## src/sas_cfg.svh

```systemverilog
// Offsets, field positions, reset values and timing counts of the converter sequencer.
// Operation
// - Multi mode converts group once, then stops.
// - Scan mode repeats until start bit cleared.
// - Multi select 0 means single; scan picks multi/scan.
// - Time select 0 slow 536, 1 fast 266.
// - Channel codes 2..7; groups start at 2 or 4.
// - Both trigger enables: falling edge sets start.
// - Trigger start behaves like software start.
// - Reserved trigger register bits 4:3 read zero, 2:0 read one.
// - Trigger register resets to 07 and in standby.
// - Upper-byte read latches lower byte for later.
// - Single end: store, flag, clear start together.
// - Interrupt request equals flag and enable.
// - Flag clears by write 0 after reading 1.
// - Every restart begins at group first channel.
// - Next channel begins immediately after previous ends.
// - Scan end sets flag and wraps, start stays.
// - Start delay then sampling window of fixed length.
// - Later conversions last exactly 536 or 266 states.
// - First conversion lasts 514-525 or 259-266 states.
// - Inputs map to result registers A to D.
// - Result high byte, low two bits at 7:6.
// - DMA read of a result clears the flag.
// - Result registers clear on reset and standby.
`ifndef SAS_CFG_SVH
`define SAS_CFG_SVH

// Byte offsets of the registers on the peripheral bus.
`define SAS_OFF_RES_A_HI 8'h80
`define SAS_OFF_RES_A_LO 8'h82
`define SAS_OFF_CSR 8'h90
`define SAS_OFF_TRIG 8'h92
`define SAS_RES_BASE_NIB 4'h8

// Bit positions in the control/status register.
`define SAS_CSR_FLAG 7
`define SAS_CSR_IE 6
`define SAS_CSR_START 5
`define SAS_CSR_MULTI 4
`define SAS_CSR_CKS 3

// Bit positions in the trigger/scan control register.
`define SAS_TRIG_TE_HI 7
`define SAS_TRIG_TE_LO 6
`define SAS_TRIG_SCAN 5

// Reset values.
`define SAS_TRIG_RESET 8'h07
`define SAS_RESULT_RESET 10'h000

// One state is one peripheral clock period; the clock runs at 10 ns.
`define SAS_STATE_NS 10
`define SAS_CLK_NS 10
`define SAS_CYC(states) ((states) * `SAS_STATE_NS / `SAS_CLK_NS)

// Timing in states, turned into cycles.
`define SAS_DELAY_SLOW `SAS_CYC(17)
`define SAS_DELAY_FAST `SAS_CYC(10)
`define SAS_SAMPLE_SLOW `SAS_CYC(129)
`define SAS_SAMPLE_FAST `SAS_CYC(65)
`define SAS_FIRST_SLOW `SAS_CYC(520)
`define SAS_FIRST_FAST `SAS_CYC(262)
`define SAS_FULL_SLOW `SAS_CYC(536)
`define SAS_FULL_FAST `SAS_CYC(266)

`endif

```

## src/sas_pkg.sv

```systemverilog
// Types shared by the converter sequencer and its conversion timer.
package sas_pkg;
    // Operating mode decoded from the two mode bits.
    typedef enum logic [1:0] {SAS_SINGLE, SAS_MULTI, SAS_SCAN} sas_mode_t;
    // Phase of one conversion.
    typedef enum logic [1:0] {SAS_IDLE, SAS_DELAY, SAS_SAMPLE, SAS_CONVERT} sas_phase_t;
endpackage

```

## src/sas_timer_if.sv

```systemverilog
// Handshake between the sequencer and its conversion timer.
`timescale 1ns/1ps
interface sas_timer_if;
    logic go;       // High while conversions are wanted.
    logic fast;     // Fast conversion time selected.
    logic idle;     // Timer waits for go.
    logic sampling; // Sample-and-hold is tracking the input.
    logic done;     // One-cycle pulse at the end of a conversion.
    modport seq (output go, output fast, input idle, input sampling, input done);
    modport tmr (input go, input fast, output idle, output sampling, output done);
endinterface

```

## src/sas_conv_timer.sv

```systemverilog
// Conversion timer: start delay, sampling window and conversion phase.
`timescale 1ns/1ps
`include "sas_cfg.svh"
module sas_conv_timer (
    input wire logic core_clk,
    input wire logic rst_b,
    sas_timer_if.tmr tif
);
    sas_pkg::sas_phase_t phase;      // Current phase.
    sas_pkg::sas_phase_t next_phase; // Phase for the next cycle.
    logic [9:0] cnt;                 // Cycles left in the phase, minus one.
    logic [9:0] next_cnt;            // Counter value for the next cycle.
    logic first;                     // Current conversion is the first after a start.
    logic next_first;                // First marker for the next cycle.

    // Turns a cycle count into the value loaded into the down counter.
    function automatic logic [9:0] loadOf(input int cycles);
        return 10'(cycles - 1);
    endfunction

    // Cycle counts for the current speed.
    wire [9:0] delayLoad = tif.fast ? loadOf(`SAS_DELAY_FAST) : loadOf(`SAS_DELAY_SLOW);
    wire [9:0] sampleLoad = tif.fast ? loadOf(`SAS_SAMPLE_FAST) : loadOf(`SAS_SAMPLE_SLOW);
    // The idle cycle and the delay count toward the first conversion.
    wire [9:0] firstRest = tif.fast
        ? loadOf(`SAS_FIRST_FAST - 1 - `SAS_DELAY_FAST - `SAS_SAMPLE_FAST)
        : loadOf(`SAS_FIRST_SLOW - 1 - `SAS_DELAY_SLOW - `SAS_SAMPLE_SLOW);
    wire [9:0] fullRest = tif.fast
        ? loadOf(`SAS_FULL_FAST - `SAS_SAMPLE_FAST)
        : loadOf(`SAS_FULL_SLOW - `SAS_SAMPLE_SLOW);
    wire cntZero = cnt == 10'h000;

    assign tif.idle = phase == sas_pkg::SAS_IDLE;
    assign tif.sampling = phase == sas_pkg::SAS_SAMPLE;
    assign tif.done = tif.go && phase == sas_pkg::SAS_CONVERT && cntZero;

    // Phase sequencing; dropping go aborts at once from any phase.
    always_comb begin
        next_phase = phase;
        next_cnt = cntZero ? cnt : 10'(cnt - 10'h001);
        next_first = first;
        case (phase)
            sas_pkg::SAS_IDLE: begin
                next_first = 1'b1;
                if (tif.go) begin
                    next_phase = sas_pkg::SAS_DELAY;
                    next_cnt = delayLoad;
                end
            end
            sas_pkg::SAS_DELAY: begin
                if (cntZero) begin
                    next_phase = sas_pkg::SAS_SAMPLE;
                    next_cnt = sampleLoad;
                end
            end
            sas_pkg::SAS_SAMPLE: begin
                if (cntZero) begin
                    next_phase = sas_pkg::SAS_CONVERT;
                    next_cnt = first ? firstRest : fullRest;
                end
            end
            sas_pkg::SAS_CONVERT: begin
                if (cntZero) begin
                    // The next channel starts sampling on the following cycle.
                    next_phase = sas_pkg::SAS_SAMPLE;
                    next_cnt = sampleLoad;
                    next_first = 1'b0;
                end
            end
            default: begin
                next_phase = sas_pkg::SAS_IDLE;
            end
        endcase
        if (!tif.go) begin
            next_phase = sas_pkg::SAS_IDLE;
            next_first = 1'b1;
        end
    end

    // Phase, counter and first marker registers.
    always_ff @(posedge core_clk) begin
        if (!rst_b) begin
            phase <= sas_pkg::SAS_IDLE;
            cnt <= 10'h000;
            first <= 1'b1;
        end else begin
            phase <= next_phase;
            cnt <= next_cnt;
            first <= next_first;
        end
    end
endmodule

```

## src/sas_sequencer.sv

```systemverilog
// Register file, mode decode and channel sequencing of the converter.
`timescale 1ns/1ps
`include "sas_cfg.svh"
module sas_sequencer (
    input wire logic core_clk,
    input wire logic rst_b,
    input wire logic standby,
    input wire logic [7:0] busAddr,
    input wire logic busRd,
    input wire logic busWr,
    input wire logic [7:0] busWdata,
    output logic [7:0] busRdata,
    input wire logic dmaXfer,
    input wire logic ext_trigger_pin,
    input wire logic [9:0] analogResult,
    output logic [2:0] analogChannel,
    output logic sampleHold,
    output logic convActive,
    output logic conv_end_irq
);
    // Control/status register fields.
    logic conv_end_flag;        // Set when a conversion run ends.
    logic end_irq_enable;       // Gates the end interrupt.
    logic conv_start_bit;       // High while conversion is wanted.
    logic multiSelect;          // Multi-channel select.
    logic conv_time_select;     // Fast conversion time when high.
    logic [2:0] channelSelect;  // Channel field, msb/mid/lsb.
    // Trigger/scan control register fields.
    logic ext_trigger_enable_hi; // Upper trigger enable.
    logic ext_trigger_enable_lo; // Lower trigger enable.
    logic continuous_scan_select; // Scan instead of multi.
    // Results, byte latch and sequencing state.
    logic [9:0] result [4];     // Result registers A to D.
    logic [7:0] lowLatch;       // Lower byte captured by an upper-byte read.
    logic flagSeen;             // Flag was read as one since the last write.
    logic [2:0] curChan;        // Channel being converted.
    logic trigSync1;            // First synchroniser stage.
    logic trigSync2;            // Second synchroniser stage.
    logic trigPrev;             // Delayed copy for edge detection.
    logic next_start;           // Start bit for the next cycle.
    logic next_flag;            // Flag for the next cycle.
    logic [7:0] rdMux;          // Read data selected by address.

    sas_timer_if tif ();

    sas_conv_timer u_timer (
        .core_clk(core_clk),
        .rst_b(rst_b),
        .tif(tif.tmr)
    );

    // True for the even byte addresses of the result register window.
    function automatic logic isResult(input logic [7:0] addr);
        return addr[7:4] == `SAS_RES_BASE_NIB && !addr[0];
    endfunction

    // Result register index for an address.
    function automatic logic [1:0] resIndex(input logic [7:0] addr);
        return addr[3:2];
    endfunction

    // Inputs 4..7 go to A..D, inputs 2 and 3 share C and D.
    function automatic logic [1:0] chanIndex(input logic [2:0] chan);
        return chan[1:0];
    endfunction

    // Address decode.
    wire csrSel = busAddr == `SAS_OFF_CSR;
    wire trigSel = busAddr == `SAS_OFF_TRIG;
    wire csrWrite = busWr && csrSel;
    wire csrRead = busRd && csrSel;
    wire trigWrite = busWr && trigSel;
    wire resHiRead = busRd && isResult(busAddr) && !busAddr[1];
    wire resLoRead = busRd && isResult(busAddr) && busAddr[1];
    wire [1:0] rdIdx = resIndex(busAddr);
    wire [1:0] wrIdx = chanIndex(curChan);

    // Mode decode: scan select only matters with multi select set.
    wire sas_pkg::sas_mode_t mode = !multiSelect ? sas_pkg::SAS_SINGLE
        : (continuous_scan_select ? sas_pkg::SAS_SCAN : sas_pkg::SAS_MULTI);

    // Codes 000 and 001 are reserved and never start a conversion.
    wire reservedCode = channelSelect[2:1] == 2'b00;
    // Single mode converts the coded input; groups begin at input 2 or 4.
    wire [2:0] firstChan = (mode == sas_pkg::SAS_SINGLE) ? channelSelect
        : {channelSelect[2], ~channelSelect[2], 1'b0};
    // The code itself names the last channel of the group.
    wire atLast = curChan == channelSelect;
    wire endOfRun = tif.done && (mode == sas_pkg::SAS_SINGLE || atLast);

    // Trigger edge from the synchronised pin, enabled only by both bits.
    wire trigFall = trigPrev && !trigSync2;
    wire trigStart = trigFall && ext_trigger_enable_hi && ext_trigger_enable_lo;

    // A DMA read of any result register clears the end flag.
    wire dmaClear = dmaXfer && busRd && isResult(busAddr);
    // Software clears the flag by writing zero after reading it as one.
    wire swClear = csrWrite && !busWdata[`SAS_CSR_FLAG] && flagSeen;

    // Timer handshake.
    assign tif.go = conv_start_bit && !reservedCode;
    assign tif.fast = conv_time_select;

    // Outputs toward the analog core and the interrupt controller.
    assign analogChannel = curChan;
    assign sampleHold = tif.sampling;
    assign convActive = tif.go;
    assign conv_end_irq = conv_end_flag && end_irq_enable;

    // Start bit: hardware clears it at the end of a single or multi run, software writes it,
    // and a trigger edge sets it exactly as a software write of one would.
    always_comb begin
        next_start = conv_start_bit;
        if (endOfRun && mode != sas_pkg::SAS_SCAN) begin
            next_start = 1'b0;
        end
        if (conv_start_bit && reservedCode) begin
            next_start = 1'b0;
        end
        if (csrWrite) begin
            next_start = busWdata[`SAS_CSR_START];
        end
        if (trigStart) begin
            next_start = 1'b1;
        end
    end

    // End flag: a set in the same cycle as a clear wins.
    always_comb begin
        next_flag = conv_end_flag;
        if (swClear || dmaClear) begin
            next_flag = 1'b0;
        end
        if (endOfRun) begin
            next_flag = 1'b1;
        end
    end

    // Read data selection; unmapped addresses read zero.
    always_comb begin
        rdMux = 8'h00;
        if (csrSel) begin
            rdMux = {conv_end_flag, end_irq_enable, conv_start_bit, multiSelect,
                     conv_time_select, channelSelect};
        end else if (trigSel) begin
            // Bits 4 and 3 always read zero.
            rdMux = {ext_trigger_enable_hi, ext_trigger_enable_lo, continuous_scan_select,
                     2'b00, 3'b111};
        end else if (resHiRead) begin
            rdMux = result[rdIdx][9:2];
        end else if (resLoRead) begin
            rdMux = lowLatch;
        end
    end

    // Control/status register; standby acts like reset.
    always_ff @(posedge core_clk) begin
        if (!rst_b || standby) begin
            conv_end_flag <= 1'b0;
            end_irq_enable <= 1'b0;
            conv_start_bit <= 1'b0;
            multiSelect <= 1'b0;
            conv_time_select <= 1'b0;
            channelSelect <= 3'h0;
        end else begin
            conv_end_flag <= next_flag;
            conv_start_bit <= next_start;
            if (csrWrite) begin
                end_irq_enable <= busWdata[`SAS_CSR_IE];
                multiSelect <= busWdata[`SAS_CSR_MULTI];
                conv_time_select <= busWdata[`SAS_CSR_CKS];
                channelSelect <= busWdata[2:0];
            end
        end
    end

    // Trigger/scan control register; reserved bits are not stored.
    always_ff @(posedge core_clk) begin
        if (!rst_b || standby) begin
            ext_trigger_enable_hi <= 1'b0;
            ext_trigger_enable_lo <= 1'b0;
            continuous_scan_select <= 1'b0;
        end else if (trigWrite) begin
            ext_trigger_enable_hi <= busWdata[`SAS_TRIG_TE_HI];
            ext_trigger_enable_lo <= busWdata[`SAS_TRIG_TE_LO];
            continuous_scan_select <= busWdata[`SAS_TRIG_SCAN];
        end
    end

    // Flag-read tracker for the read-then-write clear sequence.
    always_ff @(posedge core_clk) begin
        if (!rst_b || standby) begin
            flagSeen <= 1'b0;
        end else if (csrRead && conv_end_flag) begin
            flagSeen <= 1'b1;
        end else if (csrWrite) begin
            flagSeen <= 1'b0;
        end
    end

    // Result registers written at the end of every conversion.
    always_ff @(posedge core_clk) begin
        if (!rst_b || standby) begin
            for (int i = 0; i < 4; i++) begin
                result[i] <= `SAS_RESULT_RESET;
            end
        end else if (tif.done) begin
            result[wrIdx] <= analogResult;
        end
    end

    // Lower-byte latch loaded by every upper-byte read.
    always_ff @(posedge core_clk) begin
        if (!rst_b || standby) begin
            lowLatch <= 8'h00;
        end else if (resHiRead) begin
            lowLatch <= {result[rdIdx][1:0], 6'h00};
        end
    end

    // Registered read data, held between reads.
    always_ff @(posedge core_clk) begin
        if (!rst_b) begin
            busRdata <= 8'h00;
        end else if (busRd) begin
            busRdata <= rdMux;
        end
    end

    // Channel pointer: parked on the first channel while the timer is idle,
    // stepped or wrapped at the end of each conversion.
    always_ff @(posedge core_clk) begin
        if (!rst_b || standby) begin
            curChan <= 3'h0;
        end else if (tif.idle) begin
            curChan <= firstChan;
        end else if (tif.done) begin
            curChan <= atLast ? firstChan : 3'(curChan + 3'h1);
        end
    end

    // Trigger pin synchroniser and edge history.
    always_ff @(posedge core_clk) begin
        if (!rst_b) begin
            trigSync1 <= 1'b1;
            trigSync2 <= 1'b1;
            trigPrev <= 1'b1;
        end else begin
            trigSync1 <= ext_trigger_pin;
            trigSync2 <= trigSync1;
            trigPrev <= trigSync2;
        end
    end

    // Helper copy of result A for the latch check.
    wire [9:0] resA = result[0];
endmodule

```

## config.mk

```make
export PLATFORM = sky130hd
export DESIGN_NAME = sas_sequencer
export DESIGN_NICKNAME = d
export VERILOG_FILES = /design/src/sas_pkg.sv /design/src/sas_timer_if.sv /design/src/sas_conv_timer.sv /design/src/sas_sequencer.sv
export VERILOG_INCLUDE_DIRS = /design/src /design/src/src
export SDC_FILE = /design/constraint.sdc
export NUM_CORES = 1
export LEC_CHECK = 0
export BUFFER_PORTS_ARGS = -buffer_cell sky130_fd_sc_hd__buf_2
export CORE_MARGIN = 3
export CORE_UTILIZATION = 50
export DETAILED_ROUTE_END_ITERATION = 12
export PLACE_DENSITY_LB_ADDON = 0.2
export REMOVE_ABC_BUFFERS = 1
export SLEW_MARGIN = 15
export SYNTH_ARGS = -nofsm -noshare
export SYNTH_HDL_FRONTEND = slang
export SYNTH_HIERARCHICAL = 1
export SYNTH_SLANG_ARGS = --single-unit
```

## constraint.sdc

```tcl
create_clock -name core_clk -period 3 [get_ports core_clk]
set_input_delay 0.15 -clock core_clk [delete_from_list [all_inputs] [get_ports core_clk]]
set_output_delay 0.15 -clock core_clk [all_outputs]
set_load 0.005 [all_outputs]
```

* Word-level counts from Yosys, hierarchy flattened
Memories as Yosys holds them, arrays and structs flattened.
Index checks and enable logic that the tools add are counted.
W data, S select, Z words.
** Operators by class
- $add $sub $neg :: 2
- Eq/ne operators :: 11
- Multiplexer cells :: 41
- Bitwise gates (word level) :: 1
- Reductions and logical operators :: 45
** Operators by type and width (count)
- $mux W10 :: 6
- $mux W8 :: 5
- $pmux W10 S3 :: 1
- $logic_and A1 B1 Y1 :: 22
- $mux W9 :: 2
- $eq A8 B8 Y1 const B :: 2
- $mux W1 :: 15
- $mux W2 :: 6
- $logic_not A10 Y1 :: 1
- $reduce_or A10 Y1 :: 1
- $sub A10 B1 Y10 const B :: 1
- $mux W3 :: 3
- $reduce_bool A2 Y1 :: 4
- $logic_not A1 Y1 :: 6
- $logic_not A2 Y1 :: 3
- $ne A2 B1 Y1 const B :: 3
- $pmux W2 S3 :: 1
- $reduce_and A2 Y1 :: 3
- $mux W5 :: 1
- $eq A2 B2 Y1 const B :: 2
- $eq A4 B4 Y1 const B :: 1
- $reduce_bool A4 Y1 :: 1
- $add A3 B1 Y3 const B :: 1
- $eq A3 B3 Y1 :: 1
- other kinds (6) :: 8
** Word-level totals
- Register bits :: 41
- RAM bits :: 40
- Input bits :: 33
- Logic and storage cells :: 120
- Memories kept :: 1
** Memories
- result :: depth 4, width 10, read ports 1, clocked after memory_dff 0, write ports 4, RTL line sas_sequencer.sv:33 : logic [9:0] result [4];

* Logic depth before layout (Yosys ltp)
- Depth in word-level cells :: 11
- Gate-level depth with buffers :: 12
- Gate-level depth less buffers :: 10

* By module
The synthesis kept the hierarchy.
** By module, submodules not included
- sas_sequencer :: instances 1, cells an instance 267, area an instance 3135.5 um2, seq. area each 1761.7 um2
- sas_conv_timer :: instances 1, cells an instance 113, area an instance 960.9 um2, seq. area each 260.2 um2

* Worst setup path before layout
No wires, ideal clock.
- Kind :: reg2reg
- From :: register u_timer.cnt[0]
- To :: memory result[2][0] (enable)
- Arrival :: 2.723 ns
- Required time :: 2.609 ns
- Slack :: -0.113 ns
- Stages on the path, launching flop included :: 11
- Clock period less this slack :: 3.113 ns
- Cell sequence :: dfxtp_1 -> inv_1 -> ha_1 -> nor3b_2 -> and3_1 -> buf_4 -> inv_2 -> nor4_1 -> clkbuf_1 -> nand2_1 -> o21ai_0
** RTL lines
- from (decl) :: RTL line sas_conv_timer.sv:11 : logic [9:0] cnt;
- from (signal assigned) :: RTL line sas_conv_timer.sv:88 : cnt <= next_cnt;
- to (decl) :: RTL line sas_sequencer.sv:33

==> results_tabular.tex <==
\begin{tabular}{lr}
\hline
Metric & Value \\
\hline
\multicolumn{2}{l}{\textbf{STA}} \\
Actual transition at the worst max-transition pin & between 0.8 and 0.9 ns \\
Setup Skew & between 0.007 and 0.008 ns \\
Final worst path period need & approximately 2.6 ns \\
Final worst slack & around 0.36 ns \\
RSZ-0062 raised after global routing & false \\
Setup violation total in the final timing report & 0 \\
Post-route fraction of the period consumed by the critical path & 0.881 \\
Worst max-slew margin expressed relative to the limit & 0.402 \\
Count of final hold-check violations & 0 \\
Achievable frequency & approximately 380 MHz \\
Hold WS & 0.0379 ns \\
Pins Over Slew Limit & 0 \\
\multicolumn{2}{l}{\textbf{Finish}} \\
\# diodes & 0 \\
Number of nets in the finished design & 470 \\
Post-route cell area & 0.00467 mm\^{}2 \\
Area growth, synth to finish & 14.1\% \\
Fraction of final layout cells sized beyond drive strength 1 & 0.230 \\
Non-Filler Instances & between 500 and 600 \\
\multicolumn{2}{l}{\textbf{Pwr}} \\
PwrDens & 608 mW/mm\^{}2 \\
Max VDD drop & 0.275 mV \\
Pwr Total & about 0.0028 W \\
Cell leakage power & roughly 1.9 nW \\
\multicolumn{2}{l}{\textbf{Global routing}} \\
Wire length of the first global-routing pass & 14800 um \\
Via count of the first global-routing pass & between 2000 and 3000 \\
Largest net degree at the start of global routing & 25 \\
Number of antenna violations at the first check in global routing & 1 \\
Total track usage & 0.213 \\
Overall overflow remaining after global route & 0 \\
\multicolumn{2}{l}{\textbf{Place}} \\
Post-DP HPWL & roughly 7000 um \\
Number of cells after detailed placement & 519 \\
I/O Buffers & 46 \\
Final RePlAce weighted congestion & slightly below 0.9 \\
Cell area reported after detailed placement & 0.00446 mm\^{}2 \\
Post-Place Worst Slack & 0.332 ns \\
\multicolumn{2}{l}{\textbf{Yosys}} \\
Register area share after synthesis & 0.494 \\
Cell type contributing the most total cell area after synthesis & sky130\_fd\_sc\_hd\_\_edfxtp\_1 \\
Unique cell type count in the Yosys netlist & a little over 60 \\
Async SR Flop Fraction & 0 \\
Synthesized instance count & between 300 and 400 \\
Post-synth top flop & sky130\_fd\_sc\_hd\_\_dfxtp\_1 \\
Mean Syn Cell Area & 10.8 um\^{}2 \\
Proportion of netlist area held by the largest area contributor & 0.293 \\
Netlist area before placement & 0.00410 mm\^{}2 \\
Synthesis-stage register bit count & 81 \\
Post-synth EDFFs & 40 \\
Synth warnings & 6 \\
Dominant cells by area after synthesis & sky130\_fd\_sc\_hd\_\_edfxtp\_1 (29\%), sky130\_fd\_sc\_hd\_\_dfxtp\_1 (20\%), sky130\_fd\_sc\_hd\_\_mux4\_2 (5.5\%) \\
\multicolumn{2}{l}{\textbf{Critical path}} \\
Peak fanout along the critical path & 10 \\
Crit Path Category & register to register \\
Crit path largest cell delay & 0.44 ns \\
Reg2reg start & u\_timer/cnt[0]\$\_SDFF\_PN0\_ \\
Slowest stage cell on the critical path & sky130\_fd\_sc\_hd\_\_nand2b\_1 \\
Bufs and invs on worst path & 2 \\
Source of the critical timing path & u\_timer/cnt[0]\$\_SDFF\_PN0\_ \\
Register-to-Register Setup Slack & between 0.3 and 0.4 ns \\
FF-to-FF End & result[1][7]\$\_SDFFCE\_PN0P\_ \\
Arrival time of data at the critical path endpoint & around 2.6 ns \\
Critical Path Sink & result[1][7]\$\_SDFFCE\_PN0P\_ \\
CP required & roughly 3.0 ns \\
Worst path top cell family by delay & simple AND/OR/NAND/NOR gates \\
Setup crit start kind & register \\
Instance count on the critical path & 9 \\
Cells along the critical path & inv\_1 > ha\_1 > nor3b\_2 > and3\_1 > inv\_2 > nor4\_2 > nand2\_1 > nor3b\_1 > nand2b\_1 \\
Worst Setup End Kind & register \\
R2R cell count & 9 \\
\multicolumn{2}{l}{\textbf{Run status}} \\
Outcome & finished clean \\
\multicolumn{2}{l}{\textbf{Clocking}} \\
Number of levels the H-tree was split into & 3 \\
Post-CTS clock slew at the launch and capture registers of the worst setup and hold paths & $\sim$0.090 ns \\
Clock root buffer & sky130\_fd\_sc\_hd\_\_clkbuf\_8 \\
Post-CTS repair timing setup buffer count & 0 \\
Clock latency of the later-clocked register in the worst-skew pair & 0.34 ns \\
CTS Buf Count & 9 \\
Number of clock sinks & just over 80 \\
Hold-fix buffer count after cts & 1 \\
CTS max path bufs & 2 \\
TritonCTS clock tree & done \\
Post-cts gate resize count & 0 \\
\multicolumn{2}{l}{\textbf{Worst hold path}} \\
Path class of the lowest-slack min-delay path & input port to register \\
\multicolumn{2}{l}{\textbf{Job}} \\
Number of maximum-capacitance constraint violations & 0 \\
\multicolumn{2}{l}{\textbf{Detailed routing}} \\
Drt total wl & about 9400 um \\
WL per Instance & around 17 um \\
Drt via density & around 5.8 \\
DR iter-0 viols & 174 \\
Number of iterations in the first detailed-routing pass & 5 \\
Total via count after detailed routing & a little over 3000 \\
Residual antenna-violating net count after detailed routing & 0 \\
DR DRC count & 0 \\
\multicolumn{2}{l}{\textbf{Floorplan}} \\
Die X & slightly below 100 um \\
Initial standard-cell utilization of the core & 0.522 \\
Standard cell core area & just under 0.008 mm\^{}2 \\
Die span in y & between 90 and 100 um \\
Die outline area & around 0.0093 mm\^{}2 \\
Num ports & 47 \\
Number of standard-cell rows in the floorplan & 32 \\
\hline
\end{tabular}
cell usage in the layout, fill, tap and decap left out, types with 2 or more instances in the layout:
cell type                   Yosys  layout
sky130_fd_sc_hd__buf_2          1      46
sky130_fd_sc_hd__dfxtp_1       41      41
sky130_fd_sc_hd__edfxtp_1      40      40
sky130_fd_sc_hd__and2_1        31      31
sky130_fd_sc_hd__nor2_1        29      29
sky130_fd_sc_hd__nand2_1       24      24
sky130_fd_sc_hd__o21ai_0       18      18
sky130_fd_sc_hd__mux2i_1       18      18
sky130_fd_sc_hd__inv_1         14      14
sky130_fd_sc_hd__a21oi_1       13      13
sky130_fd_sc_hd__buf_4          1      13
sky130_fd_sc_hd__and3_1        12      12
sky130_fd_sc_hd__a31oi_1       12      12
sky130_fd_sc_hd__mux4_2        10      10
sky130_fd_sc_hd__clkbuf_8       0       9
sky130_fd_sc_hd__ha_1           8       8
sky130_fd_sc_hd__nand2b_1       7       7
sky130_fd_sc_hd__nor2b_1        6       6
sky130_fd_sc_hd__nor3_1         5       5
sky130_fd_sc_hd__nand3_1        4       4
sky130_fd_sc_hd__xnor2_1        4       4
sky130_fd_sc_hd__mux2_2         4       4
sky130_fd_sc_hd__o22ai_1        4       4
sky130_fd_sc_hd__nor3b_1        3       3
sky130_fd_sc_hd__a311oi_1       3       3
sky130_fd_sc_hd__nand3b_1       3       3
sky130_fd_sc_hd__a21boi_0       3       3
sky130_fd_sc_hd__or3b_1         2       2
sky130_fd_sc_hd__a41oi_1        2       2
sky130_fd_sc_hd__o211ai_1       2       2
sky130_fd_sc_hd__nand4b_1       2       2
sky130_fd_sc_hd__o31ai_1        2       2
sky130_fd_sc_hd__nand4_1        2       2
sky130_fd_sc_hd__a21o_1         2       2
sky130_fd_sc_hd__inv_6          0       2
sky130_fd_sc_hd__nor4_4         2       2
sky130_fd_sc_hd__o2111ai_1      2       2
cell usage after synthesis (4+ instances only):
library cell / count
sky130_fd_sc_hd__a21oi_1: 13
sky130_fd_sc_hd__a31oi_1: 12
sky130_fd_sc_hd__and2_1: 31
sky130_fd_sc_hd__and3_1: 12
sky130_fd_sc_hd__clkbuf_1: 18
sky130_fd_sc_hd__dfxtp_1: 41
sky130_fd_sc_hd__edfxtp_1: 40
sky130_fd_sc_hd__ha_1: 8
sky130_fd_sc_hd__inv_1: 14
sky130_fd_sc_hd__mux2_2: 4
sky130_fd_sc_hd__mux2i_1: 18
sky130_fd_sc_hd__mux4_2: 10
sky130_fd_sc_hd__nand2_1: 24
sky130_fd_sc_hd__nand2b_1: 7
sky130_fd_sc_hd__nand3_1: 4
sky130_fd_sc_hd__nor2_1: 29
sky130_fd_sc_hd__nor2b_1: 6
sky130_fd_sc_hd__nor3_1: 5
sky130_fd_sc_hd__o21ai_0: 18
sky130_fd_sc_hd__o22ai_1: 4
sky130_fd_sc_hd__xnor2_1: 4
worst min-delay path by stage:
| stage | start | endpoint | cells after the start | slack (ns) |
|---|---|---|---|---|
| 6_report | busWdata[3] | conv_time_select$_SDFFE_PP0N_ | 3 | 0.04 |
| 5_1_grt | busWdata[3] | conv_time_select$_SDFFE_PP0N_ | 3 | 0.04 |
| 4_1_cts | busWdata[3] | conv_time_select$_SDFFE_PP0N_ | 3 | 0.03 |
| 3_5_place_dp | ext_trigger_pin | trigSync1$_SDFF_PN1_ | 2 | 0.35 |
| 3_3_place_gp | ext_trigger_pin | trigSync1$_SDFF_PN1_ | 2 | 0.34 |
| 2_1_floorplan | rst_b | trigPrev$_SDFF_PN1_ | 1 | 0.22 |
flip-flops by register name, indices dropped and copies added (netlist names):
name / flops
continuous_scan_select: 1
lowLatch: 2
trigSync1: 1
u_timer/first: 1
multiSelect: 1
analogChannel: 3
flagSeen: 1
ext_trigger_enable_lo: 1
conv_end_flag: 1
result: 40
trigSync2: 1
channelSelect: 3
u_timer/phase: 2
u_timer/cnt: 10
conv_time_select: 1
busRdata: 8
ext_trigger_enable_hi: 1
conv_start_bit: 1
end_irq_enable: 1
trigPrev: 1
worst reg2reg max path: stages (launching register included):
cell and delay [ns]:
sky130_fd_sc_hd__dfxtp_1 0.37, sky130_fd_sc_hd__inv_1 0.14, sky130_fd_sc_hd__ha_1 0.21, sky130_fd_sc_hd__nor3b_2 0.21, sky130_fd_sc_hd__and3_1 0.23, sky130_fd_sc_hd__inv_2 0.05, sky130_fd_sc_hd__nor4_2 0.19, sky130_fd_sc_hd__nand2_1 0.16
sky130_fd_sc_hd__nor3b_1 0.29, sky130_fd_sc_hd__nand2b_1 0.44
kinds of logic (layout without fill, tap and decap cells):
logic type / Yosys count / after routing / synth area share
AO/OA/AOI/OAI: 77 / 77 / 0.126
XOR/XNOR: 4 / 4 / 0.00855
adder cells (fa/ha/maj): 8 / 8 / 0.0244
buffers and inverters: 37 / 91 / 0.0373
flip-flops: 81 / 81 / 0.494
multiplexers: 32 / 32 / 0.110
AND/OR/NAND/NOR: 141 / 141 / 0.200
where the power goes:
part	internal, W	switching, W	leakage (nW)
clock network	0.000393	0.000415	0.0997
logic	0.000330	0.000371	1.02
registers	0.00124	0.0000926	0.769
stage by stage:
stage                     TNS [ns]  utilization
after floorplan             -57.55            -
after global placement           0        0.569
after detailed placement         0        0.569
after CTS                        0        0.595
after global routing             0        0.595
final                            0        0.595
layer usage:
| layer | vias up | track usage | share of wire |
|---|---|---|---|
| met5 | - | 0 | 0.0020 |
| met3 | 14 | 0.0418 | 0.060 |
| met2 | 97 | 0.326 | 0.47 |
| met1 | 1487 | 0.304 | 0.45 |
| li1 | 1503 | - | - |
| met4 | 2 | 0.0724 | 0.015 |
final cells by class:
cell class | instances | area, um^2
Fill cell | 672 | 3180
Sequential cell | 81 | 2020
Multi-Input combinational cell | 262 | 1930
Timing Repair Buffer | 60 | 338
Tap cell | 102 | 128
Clock buffer | 9 | 124
Clock inverter | 7 | 76.3
Inverter | 15 | 56.3
(Power assumes the default switching activity.)
